--- config.mk ---
export PLATFORM = sky130hd
export DESIGN_NAME = buffer_status_upper
export DESIGN_NICKNAME = d
export VERILOG_FILES = /design/src/core/buf_status_pkg.sv /design/src/core/buffer_status_upper.sv /design/src/core/level_mark_eval.sv /design/src/core/apb_reg_port.sv
export SDC_FILE = /design/constraint.sdc
export NUM_CORES = 1
export LEC_CHECK = 0
export BUFFER_PORTS_ARGS = -buffer_cell sky130_fd_sc_hd__buf_4
export CAP_MARGIN = 30
export CORE_AREA = 5 5 164 166
export CTS_CLUSTER_SIZE = 24
export DETAILED_ROUTE_END_ITERATION = 10
export DIE_AREA = 0 0 169 171
export PLACE_DENSITY_LB_ADDON = 0.15
export SLEW_MARGIN = 20
export SYNTH_ARGS = -nofsm -noshare
export SYNTH_HDL_FRONTEND = slang
export SYNTH_SLANG_ARGS = --single-unit
--- constraint.sdc ---
create_clock -name clk_sys -period 2.3 [get_ports clk_sys]
set_input_delay 0.115 -clock clk_sys [delete_from_list [all_inputs] [get_ports clk_sys]]
set_output_delay 0.115 -clock clk_sys [all_outputs]
set_load 0.02 [all_outputs]
--- src/core/buf_status_pkg.sv ---
package buf_status_pkg;

  // Buffers 4 to 7 are handled, one byte lane each.
  localparam int NUM_BUF    = 4;
  localparam int LANE_W     = 8;
  localparam int LEVEL_W    = 12;
  localparam int CELL_CNT_W = 4;
  localparam int ADDR_W     = 12;

  // Capacity of one buffer in quadlets.
  localparam logic [LEVEL_W-1:0] BUF_DEPTH = 12'h800;

  // Byte addresses of the registers.
  localparam logic [ADDR_W-1:0] STATUS_OFF   = 12'h148;
  localparam logic [ADDR_W-1:0] INT_STAT_OFF = 12'h180;
  localparam logic [ADDR_W-1:0] INT_MASK_OFF = 12'h184;
  localparam logic [ADDR_W-1:0] DIR_OFF      = 12'h188;
  localparam logic [ADDR_W-1:0] THRESH_OFF   = 12'h190;

  // Field positions inside one lane of the status word.
  localparam int NO_DATA_POS  = 0;
  localparam int NO_SPACE_POS = 1;
  localparam int CELL_POS     = 2;
  localparam int MARK_A_POS   = 3;
  localparam int MARK_B_POS   = 4;

  // Field positions of the direction lane and threshold word.
  localparam int DIR_A_POS    = 0;
  localparam int DIR_B_POS    = 1;
  localparam int THRESH_A_LSB = 0;
  localparam int THRESH_B_LSB = 16;

  // Reset values of the flags.
  localparam logic NO_DATA_RST  = 1'b1;
  localparam logic NO_SPACE_RST = 1'b0;
  localparam logic CELL_RST     = 1'b0;
  localparam logic MARK_A_RST   = 1'b1;
  localparam logic MARK_B_RST   = 1'b0;

  // Reset values of the control registers; they agree with the flag resets.
  localparam logic [LEVEL_W-1:0] THRESH_A_RST = 12'h001;
  localparam logic [LEVEL_W-1:0] THRESH_B_RST = 12'h000;
  localparam logic               DIR_A_RST    = 1'b0;
  localparam logic               DIR_B_RST    = 1'b1;

  // Bits of a lane that carry state; the rest are reserved.
  localparam logic [LANE_W-1:0] LANE_USED = 8'h1f;

  // Bus answer state.
  typedef enum logic [0:0] {
    APB_IDLE   = 1'b0,
    APB_ANSWER = 1'b1
  } apb_state_t;

endpackage

--- src/core/buffer_status_upper.sv ---
`timescale 1ns/1ns
module buffer_status_upper
  import buf_status_pkg::*;
(
  input  wire logic                            clk_sys,
  input  wire logic                            srst,
  input  wire logic                            psel,
  input  wire logic                            penable,
  input  wire logic                            pwrite,
  input  wire logic [ADDR_W-1:0]               paddr,
  input  wire logic [31:0]                     pwdata,
  output logic                                 pready,
  output logic [31:0]                          prdata,
  output logic                                 pslverr,
  input  wire logic [NUM_BUF-1:0][LEVEL_W-1:0] levelIn,
  input  wire logic [NUM_BUF-1:0]              cellConfirm,
  input  wire logic [NUM_BUF-1:0]              cellTaken,
  output logic [31:0]                          statusWord,
  output logic                                 irq
);

  ////////////////////////////////////////////////////////////////////////////
  // Declarations
  ////////////////////////////////////////////////////////////////////////////

  // Per buffer first and second thresholds.
  logic [NUM_BUF-1:0][LEVEL_W-1:0]    threshA_r;
  logic [NUM_BUF-1:0][LEVEL_W-1:0]    threshB_r;

  // Direction controls, one lane per buffer.
  logic [31:0]                        dir_r;

  // Sticky event bits and their mask, same layout as the status word.
  logic [31:0]                        intStat_r;
  logic [31:0]                        intStat_nxt;
  logic [31:0]                        intMask_r;

  // Status word of the last cycle, used to find rising flags.
  logic [31:0]                        statusPrev_r;

  // Confirmed cells not yet taken, per buffer.
  logic [NUM_BUF-1:0][CELL_CNT_W-1:0] cellCnt_r;

  // Flags from the per buffer evaluators.
  logic [NUM_BUF-1:0]                 noData;
  logic [NUM_BUF-1:0]                 noSpace;
  logic [NUM_BUF-1:0]                 markA;
  logic [NUM_BUF-1:0]                 markB;

  // Events that raise sticky bits this cycle.
  logic [31:0]                        events;

  // Read mux and decode results.
  logic [31:0]                        rdData;
  logic                               addrHit;
  logic                               wrCommit;

  ////////////////////////////////////////////////////////////////////////////
  // Address decode
  ////////////////////////////////////////////////////////////////////////////

  // Threshold words sit at four consecutive word addresses.
  function automatic logic isThresh(input logic [ADDR_W-1:0] a);
    isThresh = (a[ADDR_W-1:4] == THRESH_OFF[ADDR_W-1:4]) && (a[1:0] == 2'h0);
  endfunction

  // Index of the threshold word that an address selects.
  function automatic logic [1:0] threshIdx(input logic [ADDR_W-1:0] a);
    threshIdx = a[3:2];
  endfunction

  // Every mapped word, the status word among them.
  function automatic logic isMapped(input logic [ADDR_W-1:0] a);
    isMapped = (a == STATUS_OFF) || (a == INT_STAT_OFF) || (a == INT_MASK_OFF)
             || (a == DIR_OFF) || isThresh(a);
  endfunction

  assign addrHit = isMapped(paddr);

  ////////////////////////////////////////////////////////////////////////////
  // Bus handshake
  ////////////////////////////////////////////////////////////////////////////

  // The port answers one cycle into the access phase.
  apb_reg_port u_port (
    .clk_sys  (clk_sys),
    .srst     (srst),
    .psel     (psel),
    .penable  (penable),
    .pwrite   (pwrite),
    .rdData   (rdData),
    .addrHit  (addrHit),
    .pready   (pready),
    .prdata   (prdata),
    .pslverr  (pslverr),
    .wrCommit (wrCommit)
  );

  ////////////////////////////////////////////////////////////////////////////
  // Per buffer flags
  ////////////////////////////////////////////////////////////////////////////

  genvar g;
  generate
    for (g = 0; g < NUM_BUF; g++)
    begin : g_buf
      // Level flags are evaluated from the live quadlet count.
      level_mark_eval u_eval (
        .clk_sys (clk_sys),
        .srst    (srst),
        .level   (levelIn[g]),
        .threshA (threshA_r[g]),
        .threshB (threshB_r[g]),
        .dirA    (dir_r[LANE_W*g+DIR_A_POS]),
        .dirB    (dir_r[LANE_W*g+DIR_B_POS]),
        .noData  (noData[g]),
        .noSpace (noSpace[g]),
        .markA   (markA[g]),
        .markB   (markB[g])
      );

      // Lane of the status word; upper three bits stay zero.
      // reserved bits zero
      assign statusWord[LANE_W*g +: LANE_W] = {3'b000,
                                               markB[g],
                                               markA[g],
                                               (cellCnt_r[g] != '0),
                                               noSpace[g],
                                               noData[g]};

      // Cell confirm is taken as an event itself, so that back to back
      // cells each raise the sticky bit even while the flag stays high.
      assign events[LANE_W*g +: LANE_W] = {3'b000,
                                           statusWord[LANE_W*g+MARK_B_POS] & ~statusPrev_r[LANE_W*g+MARK_B_POS],
                                           statusWord[LANE_W*g+MARK_A_POS] & ~statusPrev_r[LANE_W*g+MARK_A_POS],
                                           cellConfirm[g],
                                           statusWord[LANE_W*g+NO_SPACE_POS] & ~statusPrev_r[LANE_W*g+NO_SPACE_POS],
                                           statusWord[LANE_W*g+NO_DATA_POS] & ~statusPrev_r[LANE_W*g+NO_DATA_POS]};
    end
  endgenerate

  ////////////////////////////////////////////////////////////////////////////
  // Cell accounting
  ////////////////////////////////////////////////////////////////////////////

  // The count saturates at both ends; a take with no cell held is dropped,
  // which covers a consumer that ignores the cell flag.
  // cell available count
  always_ff @(posedge clk_sys)
  begin
    if (srst)
    begin
      cellCnt_r <= '0;
    end
    else
    begin
      for (int i = 0; i < NUM_BUF; i++)
      begin
        if (cellConfirm[i] && !cellTaken[i] && cellCnt_r[i] != '1)
        begin
          cellCnt_r[i] <= cellCnt_r[i] + 4'h1;
        end
        else if (cellTaken[i] && !cellConfirm[i] && cellCnt_r[i] != '0)
        begin
          cellCnt_r[i] <= cellCnt_r[i] - 4'h1;
        end
      end
    end
  end

  ////////////////////////////////////////////////////////////////////////////
  // Control registers
  ////////////////////////////////////////////////////////////////////////////

  // Thresholds are written one word per buffer.
  always_ff @(posedge clk_sys)
  begin
    if (srst)
    begin
      for (int i = 0; i < NUM_BUF; i++)
      begin
        threshA_r[i] <= THRESH_A_RST;
        threshB_r[i] <= THRESH_B_RST;
      end
    end
    else if (wrCommit && isThresh(paddr))
    begin
      threshA_r[threshIdx(paddr)] <= pwdata[THRESH_A_LSB +: LEVEL_W];
      threshB_r[threshIdx(paddr)] <= pwdata[THRESH_B_LSB +: LEVEL_W];
    end
  end

  // Direction bits; only the two used bits of each lane are kept.
  always_ff @(posedge clk_sys)
  begin
    if (srst)
    begin
      dir_r <= '0;
      for (int i = 0; i < NUM_BUF; i++)
      begin
        dir_r[LANE_W*i+DIR_A_POS] <= DIR_A_RST;
        dir_r[LANE_W*i+DIR_B_POS] <= DIR_B_RST;
      end
    end
    else if (wrCommit && paddr == DIR_OFF)
    begin
      dir_r <= pwdata & {NUM_BUF{8'h03}};
    end
  end

  // Mask register, same layout as the status word.
  always_ff @(posedge clk_sys)
  begin
    if (srst)
    begin
      intMask_r <= '0;
    end
    else if (wrCommit && paddr == INT_MASK_OFF)
    begin
      intMask_r <= pwdata & {NUM_BUF{LANE_USED}};
    end
  end

  ////////////////////////////////////////////////////////////////////////////
  // Interrupts
  ////////////////////////////////////////////////////////////////////////////

  // A new event wins over a write-one clear in the same cycle, so no
  // event is lost while software services the previous one.
  always_comb
  begin
    intStat_nxt = intStat_r;
    if (wrCommit && paddr == INT_STAT_OFF)
    begin
      intStat_nxt = intStat_nxt & ~pwdata;
    end
    intStat_nxt = (intStat_nxt | events) & {NUM_BUF{LANE_USED}};
  end

  // Sticky event bits.
  always_ff @(posedge clk_sys)
  begin
    if (srst)
    begin
      intStat_r <= '0;
    end
    else
    begin
      intStat_r <= intStat_nxt;
    end
  end

  // Previous status; reset to the flag reset pattern so the release
  // of reset itself raises no event.
  always_ff @(posedge clk_sys)
  begin
    if (srst)
    begin
      statusPrev_r <= '0;
      for (int i = 0; i < NUM_BUF; i++)
      begin
        statusPrev_r[LANE_W*i+NO_DATA_POS] <= NO_DATA_RST;
        statusPrev_r[LANE_W*i+MARK_A_POS]  <= MARK_A_RST;
      end
    end
    else
    begin
      statusPrev_r <= statusWord;
    end
  end

  // Level interrupt while any unmasked sticky bit is set.
  assign irq = |(intStat_r & intMask_r);

  ////////////////////////////////////////////////////////////////////////////
  // Read mux
  ////////////////////////////////////////////////////////////////////////////

  // Writes to the status word fall through every write decoder above,
  // so its flags stay under hardware control alone.
  // status word read only
  always_comb
  begin
    rdData = 32'h0000_0000;
    if (paddr == STATUS_OFF)
    begin
      rdData = statusWord;
    end
    else if (paddr == INT_STAT_OFF)
    begin
      rdData = intStat_r;
    end
    else if (paddr == INT_MASK_OFF)
    begin
      rdData = intMask_r;
    end
    else if (paddr == DIR_OFF)
    begin
      rdData = dir_r;
    end
    else if (isThresh(paddr))
    begin
      rdData[THRESH_A_LSB +: LEVEL_W] = threshA_r[threshIdx(paddr)];
      rdData[THRESH_B_LSB +: LEVEL_W] = threshB_r[threshIdx(paddr)];
    end
  end

  // Reads of an empty buffer and writes to a full one are the datapath's
  // concern; this block only publishes the flags that software must obey.
  // empty flag published

endmodule

--- src/core/level_mark_eval.sv ---
`timescale 1ns/1ns
module level_mark_eval
  import buf_status_pkg::*;
(
  input  wire logic               clk_sys,
  input  wire logic               srst,
  input  wire logic [LEVEL_W-1:0] level,
  input  wire logic [LEVEL_W-1:0] threshA,
  input  wire logic [LEVEL_W-1:0] threshB,
  input  wire logic               dirA,
  input  wire logic               dirB,
  output logic                    noData,
  output logic                    noSpace,
  output logic                    markA,
  output logic                    markB
);

  // A one in the direction bit asks for a rise above the threshold,
  // a zero for a fall below it.
  function automatic logic crossed(input logic [LEVEL_W-1:0] lvl,
                                   input logic [LEVEL_W-1:0] thr,
                                   input logic               up);
    crossed = up ? (lvl > thr) : (lvl < thr);
  endfunction

  // Flags are refreshed every cycle so that they track the level
  // without any software action.
  // continuous hardware update
  always_ff @(posedge clk_sys)
  begin
    if (srst)
    begin
      noData  <= NO_DATA_RST;
      noSpace <= NO_SPACE_RST;
      markA   <= MARK_A_RST;
      markB   <= MARK_B_RST;
    end
    else
    begin
      noData  <= (level == '0);
      noSpace <= (level >= BUF_DEPTH);
      markA   <= crossed(level, threshA, dirA);
      markB   <= crossed(level, threshB, dirB);
    end
  end

endmodule

--- src/core/apb_reg_port.sv ---
`timescale 1ns/1ns
module apb_reg_port
  import buf_status_pkg::*;
(
  input  wire logic        clk_sys,
  input  wire logic        srst,
  input  wire logic        psel,
  input  wire logic        penable,
  input  wire logic        pwrite,
  input  wire logic [31:0] rdData,
  input  wire logic        addrHit,
  output logic             pready,
  output logic [31:0]      prdata,
  output logic             pslverr,
  output logic             wrCommit
);

  apb_state_t state_r;  // Answer state.

  // One wait cycle lets read data and error come from flip-flops.
  always_ff @(posedge clk_sys)
  begin
    if (srst)
    begin
      state_r <= APB_IDLE;
    end
    else
    begin
      case (state_r)
        APB_IDLE:
        begin
          if (psel && penable)
          begin
            state_r <= APB_ANSWER;
          end
        end
        APB_ANSWER:
        begin
          state_r <= APB_IDLE;
        end
        default:
        begin
          state_r <= APB_IDLE;
        end
      endcase
    end
  end

  // Read data and error are captured in the first access cycle.
  always_ff @(posedge clk_sys)
  begin
    if (srst)
    begin
      prdata  <= 32'h0000_0000;
      pslverr <= 1'b0;
    end
    else if (state_r == APB_IDLE && psel && penable)
    begin
      prdata  <= pwrite ? 32'h0000_0000 : rdData;
      pslverr <= !addrHit;
    end
    else if (state_r == APB_ANSWER)
    begin
      pslverr <= 1'b0;
    end
  end

  // Ready is high in the second access cycle only.
  assign pready = (state_r == APB_ANSWER);

  // A write lands at the edge where the master samples ready.
  assign wrCommit = (state_r == APB_ANSWER) && psel && penable && pwrite && addrHit;

endmodule

# == Word-level counts from Yosys, hierarchy flattened ==
# Cells that the tools add are included.
# classes
addsub,8
multipliers,0
div_mod_pow,0
order_cmp,22
n_eq_ne,9
shift,0
n_mux,37
bitwise_logic,37
reduce_logical,57
# ops
cell,count
bitwise mux 48 bit,2
> comparator 12 bit,8
< comparator 12 bit,8
2-to-1 mux 29 bit,3
2-to-1 mux 12 bit,7
2-to-1 mux 32 bit,2
AND 29 bit,2
binary-select mux 12 bit (select 2 bit),2
"equality test 12 x 9 -> 1 bit, second input constant",4
"greater-or-equal comparator 12 bit, second input constant",4
zero test 12 bit,4
2-to-1 mux 4 bit,8
OR reduction 32 bit,1
logical AND 1 bit,29
inverter 29 bit,1
OR 29 bit,1
demux 12 bit (select 2 bit),1
inverter 1 bit,17
"adder 4 x 1 -> 4 bit, second input constant",4
AND 1 bit,16
"inequality test 4 bit, second input constant",4
nonzero test 4 bit,4
"subtractor 4 x 1 -> 4 bit, second input constant",4
2-to-1 mux 1 bit,11
8 further kinds,23
# word_totals
reg_bits,230
latch_bits,0
ramBits,0
rom_bits,0
in_bits,105
out_inout_bits,67
elab_cells,205
mem_count,0

# == Longest topological paths before layout ==
# Gate-level depths: netlist (run 1).
# depth
depth_word,9
ltp_mapped,9
ltp_nobuf,8

# == Hierarchy ==
# Synthesis (run 1) repeated with hierarchy kept, for this count alone.
# unflattened
cells_unflattened,1550
hier_area_um2,13221.4
# modules_own_cells
module,instances,cells_per_inst,area_per_inst_um2,seq_area_each_um2
buffer_status_upper,1,1002,8599.5,3523.4
apb_reg_port,1,152,1619.1,680.7
level_mark_eval (g_buf[0].u_eval ...),2,98,754.5,80.1
level_mark_eval (g_buf[2].u_eval ...),2,100,747.0,80.1

# == Least setup slack after synthesis (run 1) ==
# OpenSTA, ideal clock, no wires.
# synth_path
path_kind,reg-to-reg
from,register cellCnt_r[0] (netlist name)
to,register cellCnt_r[3] (netlist name)
setup_time_ns,0.070
arrival_ns,1.787
required_ns,2.230
path_slack_ns,0.442
path_stages_with_launch,9
n_path_buf,0
synth_period_minus_slack_ns,1.858
cell_sequence,dfxtp_1 -> nand4_1 -> nand3b_1 -> ha_1 -> a21o_1 -> a21oi_1 -> xor2_1 -> or3_1 -> a21oi_1
# synth_via
elab_chain_len,3
word_cells_on_any_way,9
classes_between,add/sub: 2; eq/ne: 1; mux: 2; reduce/logical: 4
# synth_rtl
element,line,source
from (decl),buffer_status_upper.sv:42,logic [NUM_BUF-1:0][CELL_CNT_W-1:0] cellCnt_r;
"from (signal, indexed assignment)",buffer_status_upper.sv:161,cellCnt_r[i] <= cellCnt_r[i] + 4'h1;
"from (signal, indexed assignment)",buffer_status_upper.sv:165,cellCnt_r[i] <= cellCnt_r[i] - 4'h1;
"subtractor 4 x 1 -> 4 bit, or another cell as far along",buffer_status_upper.sv:165,
"2-to-1 mux 4 bit, or another cell as far along",buffer_status_upper.sv:163,else if (cellTaken[i] && !cellConfirm[i] && cellCnt_r[i] != '0)
2-to-1 mux 4 bit / nonzero test 2 bit (equally long branches),-,
# Several ways; a longest one is shown, not always the timed one. The select of a mux whose other input is x is not followed.
# A chain may end at the register's enable or synchronous reset.

# == Worst setup path in the final report (run 1) ==
# layout_path
from,register intStat_r[19]
to,output port irq
# layout_via
elab_chain_len,2
# layout_rtl
element,line,source
from (decl),buffer_status_upper.sv:34,logic [31:0] intStat_r;
from (signal assigned),buffer_status_upper.sv:249,intStat_r <= intStat_nxt;
AND 29 bit,buffer_status_upper.sv:273,assign irq = |(intStat_r & intMask_r);
OR reduction 32 bit,buffer_status_upper.sv:273,
to (decl),buffer_status_upper.sv:19,output logic irq
# Every way passes these cells.

==> metrics, run 1 <==
status finished, final reports clean; slowest stage delay, CP 340 ps; Via density 5.701; GRT Max-Usage Layer met2; Leak 0.005809 µW; Slew @ Worst Pin 660.0 ps; antenna violations before repair 0; vias in the first global route 10930; combinational group share of total power 14.2%; Pint 7224 µW; GRT met1 Usage 36.86%; final wirelength 41570 µm; r2r worst-path depth 6; Global Route met2 Usage 46.27%; Clk pwr share 44.2%; synthesized area per cell 8.325 µm²; share of cells above drive strength 1 15.99%; Rows 59; Max clock buf depth 3; smallest hold slack 23.30 ps; Hold Fails Final Rpt 0; Hold Crit Class primary input to flip-flop; Pwr per Cell Area 648.8 mW/mm²; asr flop ratio synth 0%; Yosys cell types 62; CP Data Arrival Time 1950 ps; ANT nets after route 0; Die Wd 169 µm; Post-CTS Resized 0; Seq pwr share 41.7%; final setup skew 13.88 ps; total grt overflow 0; TritonCTS Sinks 220; Final Slew Violations 0; CP startpoint kind flip-flop; GRT Total Usage 27.65%; Tmin final 2063 ps; H-tree depth 1; Die H 171 µm; slowest CP cell dfxtp_1; Worst Path Required 2180 ps; Ant. Diodes 0; area of the multi-input gates 0.006913 mm²; Sw Ratio 25.93%; nets 1867; clock root cell clkbuf_16; die area 0.02890 mm²; yosys warns 0; post-DP HPWL 31120 µm; via count 11430; setup TNS 0 ps; CTS tree yes; hold depth 3; maxcap violations 0; met3 global-route usage 3.396%; sequential fraction of the synthesis area 35.36%; GPL Wtd Cong 0.8922; first-pass GRT wire length 62690 µm; synthesis-to-layout area growth 20.69%; initial DRC count 1011; routed length per placed instance 20.73 µm; Initial Utilization 48.90%; Clock transition at path regs 60 ps; FF+latch count, synth 220; ys flop type dfxtp_1; most frequent cells in the layout 224 x nand2_1, 220 x dfxtp_1, 171 x buf_4; first-pass detailed-route iteration total 5; slew margin rel. 56.00%; fmax 0.4847 GHz; Seq. cell area 0.004404 mm²; largest net degree at the start of global routing 101; Ports 172; DRC violations left 0; CP bufs+invs 1; final critical-path share of the clock period 89.70%; IO buf count 147; sw power 2528 µW; Crit Path Category flip-flop to output pin; Worst setup EP type output pin; synthesized cell area 0.01245 mm²; critical path peak fanout 3; EDFF count, synth 0; CP Depth 5; core area 0.02547 mm²; Syn Inst Count 1496; Num CTS Buffers 26; RSZ-0062 raised after global routing no; Top delay family on crit path compound AO/OA/AOI/OAI gates; Clock Latency Late Sink 530 ps; setup violators final 0; worst vdd ir 0.5103 mV; commonest non-fill, non-tap cell in the layout nand2_1; fillers 2292; crit-path cells a22o_1 > a221oi_1 > and3_1 > nand4_1 > buf_4
-- stage by stage --
step | std cells | area [µm²] | util (%) | worst slack, ps | power, µW
4_1_cts | 2005 | 15030 | 59.02 | 237.1 | 9776
6_report | 2005 | 15030 | 59.02 | 237.0 | 9752
5_1_grt | 2005 | 15030 | 59.02 | 66.59 | 10120
3_5_place_dp | 1912 | 13640 | 53.57 | 250.2 | 5446
2_1_floorplan | 1513 | 12520 | - | 442.1 | 4945
3_3_place_gp | 1912 | 13640 | 53.57 | 284.4 | 5415
-- cell families after synthesis --
kind of cell	synth area share (%)
and+or+nand+nor	18.09
xor gates and xnor gates	0.8439
buffers and inverters	9.644
AOI/OAI and AO/OA	18.33
muxes	6.600
other	0.03011
adders and majority gates	11.09
DFF	35.36
-- flip-flops by register name, summed over array words and instances, names as in the netlist --
| register | flops |
|---|---|
| g_buf.u_eval.markA | 4 |
| intMask_r | 20 |
| statusPrev_r | 16 |
| u_port.prdata | 26 |
| u_port.pready | 1 |
| g_buf.u_eval.noData | 4 |
| g_buf.u_eval.markB | 4 |
| intStat_r | 20 |
| dir_r | 8 |
| g_buf.u_eval.noSpace | 4 |
| threshB_r | 48 |
| threshA_r | 48 |
| u_port.pslverr | 1 |
| cellCnt_r | 16 |
-- cells in the mapped netlist, drive strengths merged (5+ instances only) --
cell type | number | share of area, %
nor4 | 21 | 1.3
buf | 71 | 4.1
mux4 | 14 | 2.5
nand3b | 6 | 0.36
o22ai | 10 | 0.50
a211oi | 13 | 0.78
nor3b | 6 | 0.44
nor2b | 18 | 0.90
o221ai | 7 | 0.49
nand3 | 21 | 0.84
o211ai | 10 | 0.60
o21ai | 67 | 2.7
a221oi | 10 | 0.70
a21o | 11 | 0.66
nand2b | 20 | 1.0
nor2 | 73 | 2.2
a22oi | 22 | 1.3
nor3 | 10 | 0.44
and2 | 9 | 0.45
clkbuf | 41 | 1.2
ha | 104 | 10
mux2i | 45 | 3.6
nand2 | 224 | 6.8
or2 | 8 | 0.40
a21oi | 178 | 7.5
a221o | 5 | 0.40
inv | 142 | 4.3
or4 | 5 | 0.30
o2bb2ai | 7 | 0.49
or3 | 5 | 0.25
xor2 | 8 | 0.56
nand4 | 24 | 1.3
a22o | 9 | 0.63
mux2 | 5 | 0.45
and3 | 7 | 0.35
dfxtp | 220 | 35
-- cell type report --
class | count | area share (%)
clock buffers | 38 | 5.236
clock inverters | 6 | 0.7242
inverters | 142 | 3.546
multi-input cells | 1039 | 45.99
flip-flops and latches | 220 | 29.30
well taps | 335 | 2.789
repair buffers | 225 | 12.41
-- power by group through the flow --
stage	combinational [µW]	clock, µW	sequential, µW
finish	1380	4310	4060
global route	1530	4520	4080
CTS	1370	4340	4060
detailed placement	1300	0	4140
global placement	1280	0	4140
floorplan	850	0	4100
-- timing repair --
action | CTS | global route
hold buffers | 49 | 0
endpoints found under the hold margin | 144 | 0
setup buffers | 0 | 0
-- tightest hold or removal path, delay by kind of cell --
family / cells / cell delay [ps]
compound gates: 1 / 220
buf+inv: 1 / 100
simple gates: 1 / 50
-- path summary, 6_finish.rpt --
path                                               end  slack, ps              start
worst max-delay path                               irq        240      intStat_r[19]
worst max register to register            intStat_r[9]        250      u_port.pready
worst min register to register       u_port.prdata[27]        450  u_port.prdata[27]
worst min-delay path            g_buf[1].u_eval.noData         20        levelIn[15]
-- metal layers --
layer / vias up / part of all wire, %
li1: 5491 / -
met1: 5394 / 42
met2: 452 / 47
met3: 94 / 7.0
met4: 0 / 3.8
met5: - / 0
Power figures use the tool's default switching activity.
==> run 2: changes to the inputs <==
--- a/config.mk
+++ b/config.mk
@@ -5,7 +5,7 @@
 export SDC_FILE = /design/constraint.sdc
 export NUM_CORES = 1
 export LEC_CHECK = 0
-export BUFFER_PORTS_ARGS = -buffer_cell sky130_fd_sc_hd__buf_4
+export BUFFER_PORTS_ARGS = -buffer_cell sky130_fd_sc_hd__buf_2
 export CAP_MARGIN = 30
 export CORE_AREA = 5 5 164 166
 export CTS_CLUSTER_SIZE = 24
==> metrics, run 2 (synthesized netlist as in run 1, its figures left out) <==
IO buf count 147 (unchanged); Num CTS Buffers 25 (-3.8%); final setup skew 7.427 ps (-6.455 ps); antenna violations before repair 1 (+1); largest net degree at the start of global routing 98 (-3.0%); DRC violations left 0 (unchanged); Rows 59 (unchanged); Die Wd 169 µm (unchanged); GPL Wtd Cong 0.9261 (+3.8%); via count 11260 (-1.5%); post-DP HPWL 30750 µm (-1.2%); clock root cell clkbuf_16; total grt overflow 0 (unchanged); GRT Total Usage 27.51% (-0.14 points); Initial Utilization 48.90% (unchanged); Hold Crit Class primary input to flip-flop; most frequent cells in the layout 224 x nand2_1, 220 x dfxtp_1, 166 x a21oi_1; maxcap violations 0 (unchanged); r2r worst-path depth 8 (+2); synthesis-to-layout area growth 16.65%; Final Non-Filler Cells 2001 (-0.20%); H-tree depth 1 (unchanged); Reg-to-Reg End cellCnt_r[11]; Ports 172 (unchanged); Worst Path Required 2750 ps (+570 ps); core area 0.02547 mm² (unchanged); final wirelength 41030 µm (-1.3%); ANT nets after route 0 (unchanged); Setup crit start cellCnt_r[8]; first-pass GRT wire length 62090 µm (-0.96%); slew margin rel. 61.43% (+5.4 points); setup violators final 0 (unchanged); CP startpoint kind flip-flop; setup slack, reg-to-reg 200 ps (-50 ps); Hold Fails Final Rpt 0 (unchanged); RSZ-0062 raised after global routing no; CP Data Arrival Time 2550 ps (+600 ps); fmax 0.4762 GHz (-1.8%); setup TNS 0 ps (unchanged); Final Slew Violations 0 (unchanged); TritonCTS Sinks 220 (unchanged); Post-CTS Resized 0 (unchanged); Clock transition at path regs 60 ps (about the same); Die H 171 µm (unchanged); CTS tree yes; Via density 5.629 (-1.3%); Max clock buf depth 3 (unchanged); final critical-path share of the clock period 91.30% (+1.6 points); critical path peak fanout 6 (+3); vias in the first global route 10660 (-2.5%); Setup crit end cellCnt_r[11]; worst vdd ir 0.5559 mV (+8.9%); biggest regs threshA_r (48), threshB_r (48), u_port.prdata (26); Worst setup EP type flip-flop; Post-CTS Hold Fix Bufs 42 (-14%); nets 1863 (-0.21%); status finished, final reports clean; Slew @ Worst Pin 577.3 ps (-82.71 ps); Pwr per Cell Area 637.7 mW/mm² (-1.7%); share of cells above drive strength 1 16.04% (+0.048 points); routed length per placed instance 20.51 µm (-1.1%); Setup Fix Bufs, Post-CTS 0 (unchanged); Crit Path Category flip-flop to flip-flop; r2r startpoint cellCnt_r[8]; Clock Latency Late Sink 530 ps (about the same); Inst Count DP 1916 (+0.21%); Leak 0.005637 µW (-3.0%); Tmin final 2100 ps (+36.79 ps); die area 0.02890 mm² (unchanged); initial DRC count 1032 (+2.1%); first-pass detailed-route iteration total 5 (unchanged); commonest non-fill, non-tap cell in the layout nand2_1
-- run 2: cell count changes in the layout (fill, tap and decap cells not counted), moves of 2 or more --
cell           change
buf_2            +146
buf_4            -143
dlygate4sd3_1      -7
clkbuf_8           -5
clkbuf_1           +2
clkbuf_16          -2
clkinvlp_4         +2
-- run 2: worst min path at each step --
stage	start	to	slack (ps)	depth (start not counted)
2_1_floorplan	levelIn[11]	g_buf[0].u_eval.noSpace	240	1
3_3_place_gp	pwdata[28]	intMask_r[28]	380	3
3_5_place_dp	pwdata[12]	intMask_r[12]	390	3
4_1_cts	levelIn[14]	g_buf[1].u_eval.noData	1	3
5_1_grt	levelIn[14]	g_buf[1].u_eval.noData	10	3
6_report	levelIn[14]	g_buf[1].u_eval.noData	8	3
-- run 2: through the flow --
step                util, %  instance area, µm²  worst slack (ps)  power [µW]  hold slack (ps)
global placement      52.31               13320             320.9        5346            384.8
floorplan                 -               12520             442.1        4945            243.2
finish                57.04               14530             200.2        9265            7.990
CTS                   57.03               14530             205.6        9306            1.499
detailed placement    52.31               13320             246.0        5378            390.0
global route          57.04               14530             56.87        9618            11.64
-- run 2: critical path, cell delays in order (launching register included) --
cell and delay [ps]:
dfxtp_1 460, nand4_1 150, nand3b_1 260, ha_1 290
a21o_1 180, a21oi_1 160, xor2_1 90, or3_1 310
a21oi_1 140
-- run 2: final cells by class --
class / instances / area, µm²
Tap cell: 335 / 419.2
Clock buffer: 33 / 675.6
Timing Repair Buffer: 222 / 1473
Sequential cell: 220 / 4404
Fill cell: 2360 / 10940
Clock inverter: 9 / 107.6
Inverter: 142 / 533.0
Multi-Input combinational cell: 1039 / 6913
Antenna cell: 1 / 2.502
-- run 2: per-layer routing --
| layer | up-vias | share of wire [%] | GRT usage, % |
|---|---|---|---|
| met2 | 438 | 47 | 45.92 |
| met5 | - | 0 | 0 |
| li1 | 5476 | - | - |
| met4 | 0 | 3.2 | 8.575 |
| met3 | 69 | 7.3 | 3.373 |
| met1 | 5280 | 43 | 37.46 |
-- run 2: power by group --
group | switching (µW) | internal (µW) | total (µW) | leakage (µW)
Combinational | 769 | 533 | 1300 | 0.00347
Sequential | 137 | 3930 | 4060 | 0.00179
Clock | 1610 | 2290 | 3900 | 0.000379
==> run 3: changes to the inputs <==
--- a/config.mk
+++ b/config.mk
@@ -11,7 +11,7 @@
 export CTS_CLUSTER_SIZE = 24
 export DETAILED_ROUTE_END_ITERATION = 10
 export DIE_AREA = 0 0 169 171
-export PLACE_DENSITY_LB_ADDON = 0.15
+export PLACE_DENSITY = 0.81
 export SLEW_MARGIN = 20
 export SYNTH_ARGS = -nofsm -noshare
 export SYNTH_HDL_FRONTEND = slang
==> metrics, run 3 (synthesized netlist as in run 1, its figures left out) <==
initial DRC count 1248 (+21%); Num CTS Buffers 25 (unchanged); Crit Path Category flip-flop to flip-flop; IO buf count 147 (unchanged); GRT Total Usage 27.34% (-0.17 points); GPL Wtd Cong 0.9089 (-1.9%); Post-CTS Hold Fix Bufs 46 (+9.5%); RSZ-0062 raised after global routing no; Worst Path Required 2760 ps (about the same); Final Slew Violations 0 (unchanged); nets 1865 (+0.11%); final critical-path share of the clock period 91.32% (about the same); core area 0.02547 mm² (unchanged); vias in the first global route 11320 (+6.2%); share of cells above drive strength 1 16.10% (+0.062 points); CP bufs+invs 0 (unchanged); r2r startpoint cellCnt_r[8]; Reg-to-Reg End cellCnt_r[11]; Worst setup EP type flip-flop; Clock transition at path regs 60 ps (about the same); critical path peak fanout 6 (unchanged); Ports 172 (unchanged); crit-path cells nand4_1 > nand3b_1 > ha_1 > a21o_1 > a21oi_1 > xor2_1 > or3_1 > a21oi_1; Inst Count DP 1914 (-0.10%); setup slack, reg-to-reg 200 ps (about the same); die area 0.02890 mm² (unchanged); HP Start levelIn[2]; ANT nets after route 0 (unchanged); r2r worst-path depth 8 (unchanged); final wirelength 41150 µm (+0.28%); worst vdd ir 0.6055 mV (+8.9%); setup TNS 0 ps (unchanged); DRC violations left 0 (unchanged); post-DP HPWL 31240 µm (+1.6%); Hold Crit Class primary input to flip-flop; Die Wd 169 µm (unchanged); Initial Utilization 48.90% (unchanged); first-pass GRT wire length 62430 µm (+0.56%); CP startpoint kind flip-flop; Leak 0.005657 µW (+0.35%); status finished, final reports clean; routed length per placed instance 20.50 µm (about the same); Global Route met2 Usage 46.44% (+0.52 points); synthesis-to-layout area growth 16.67% (about the same); slowest CP cell dfxtp_1; CTS tree yes; setup violators final 0 (unchanged); GRT Max-Usage Layer met2; GRT met1 Usage 34.64% (-2.8 points); Pwr per Cell Area 638.1 mW/mm² (about the same); first-pass detailed-route iteration total 7 (+2); Slew @ Worst Pin 566.2 ps (-11.13 ps); Rows 59 (unchanged); biggest regs threshA_r (48), threshB_r (48), u_port.prdata (26); Post-CTS Resized 0 (unchanged); maxcap violations 0 (unchanged); Hold Fails Final Rpt 0 (unchanged); largest net degree at the start of global routing 53 (-46%); Top delay family on crit path simple AND/OR/NAND/NOR gates; Clock Latency Late Sink 530 ps (about the same); hold endpoint g_buf[0].u_eval.noData; TritonCTS Sinks 220 (unchanged); clock root cell clkbuf_16; Tmin final 2100 ps (+0.6160 ps); fmax 0.4761 GHz (about the same); Die H 171 µm (unchanged); hold depth 3 (unchanged); via count 11760 (+4.4%); slew margin rel. 62.25% (+0.82 points); crit-path most repeated cell a21oi_1; H-tree depth 1 (unchanged); Setup Fix Bufs, Post-CTS 0 (unchanged); CP Data Arrival Time 2560 ps (about the same); slowest stage delay, CP 440 ps (-20 ps); most frequent cells in the layout 224 x nand2_1, 220 x dfxtp_1, 166 x a21oi_1; Max clock buf depth 3 (unchanged); final setup skew 19.35 ps (+11.93 ps); Final Non-Filler Cells 2007 (+0.30%); Via density 5.859 (+4.1%); total grt overflow 0 (unchanged); antenna violations before repair 1 (unchanged); met3 global-route usage 4.552% (+1.2 points); commonest non-fill, non-tap cell in the layout nand2_1
-- run 3: tightest hold or removal path: stages --
cell    delay [ps]
buf_2          110
nor4_1          60
a31o_2         230
-- run 3: power breakdown --
group / leakage (µW) / switching (µW) / total [µW] / internal (µW)
sequential: 0.00179 / 131 / 4060 / 3930
clock: 0.000404 / 1630 / 3900 / 2280
combinational: 0.00346 / 781 / 1310 / 530
-- run 3: per-layer routing --
layer / share of wire (%) / vias to the layer above
li1: - / 5482
met1: 38 / 5509
met2: 47 / 645
met3: 9.6 / 123
met4: 4.9 / 0
met5: 0 / -
-- run 3: how the worst max path moves through the flow --
| stage | cells past startpoint | endpoint | slack, ps | from |
|---|---|---|---|---|
| after floorplan | 8 | cellCnt_r[3] | 440 | cellCnt_r[0] |
| after global placement | 8 | cellCnt_r[3] | 330 | cellCnt_r[0] |
| after detailed placement | 8 | cellCnt_r[11] | 230 | cellCnt_r[8] |
| after CTS | 8 | cellCnt_r[11] | 210 | cellCnt_r[8] |
| after global routing | 8 | cellCnt_r[7] | 40 | cellCnt_r[4] |
| final | 8 | cellCnt_r[11] | 200 | cellCnt_r[8] |
-- run 3: final cells by class --
class | count | area (µm²)
fillers | 2246 | 10940
multi-input cells | 1039 | 6913
flip-flops and latches | 220 | 4404
repair buffers | 224 | 1448
clock buffers | 39 | 758.2
inverters | 142 | 533.0
well taps | 335 | 419.2
clock inverters | 7 | 52.55
diodes | 1 | 2.502
-- run 3: metrics by stage --
| step | setup WS (ps) | utilization, % | power, µW | area (µm²) | hold WS [ps] |
|---|---|---|---|---|---|
| final | 199.6 | 57.05 | 9272 | 14530 | 29.30 |
| after global routing | 35.62 | 57.05 | 9601 | 14530 | 29.72 |
| after CTS | 206.3 | 57.04 | 9272 | 14530 | 18.91 |
| after detailed placement | 225.9 | 52.05 | 5360 | 13260 | 379.8 |
| after global placement | 326.2 | 52.05 | 5309 | 13260 | 375.8 |
| after floorplan | 442.1 | - | 4945 | 12520 | 243.2 |
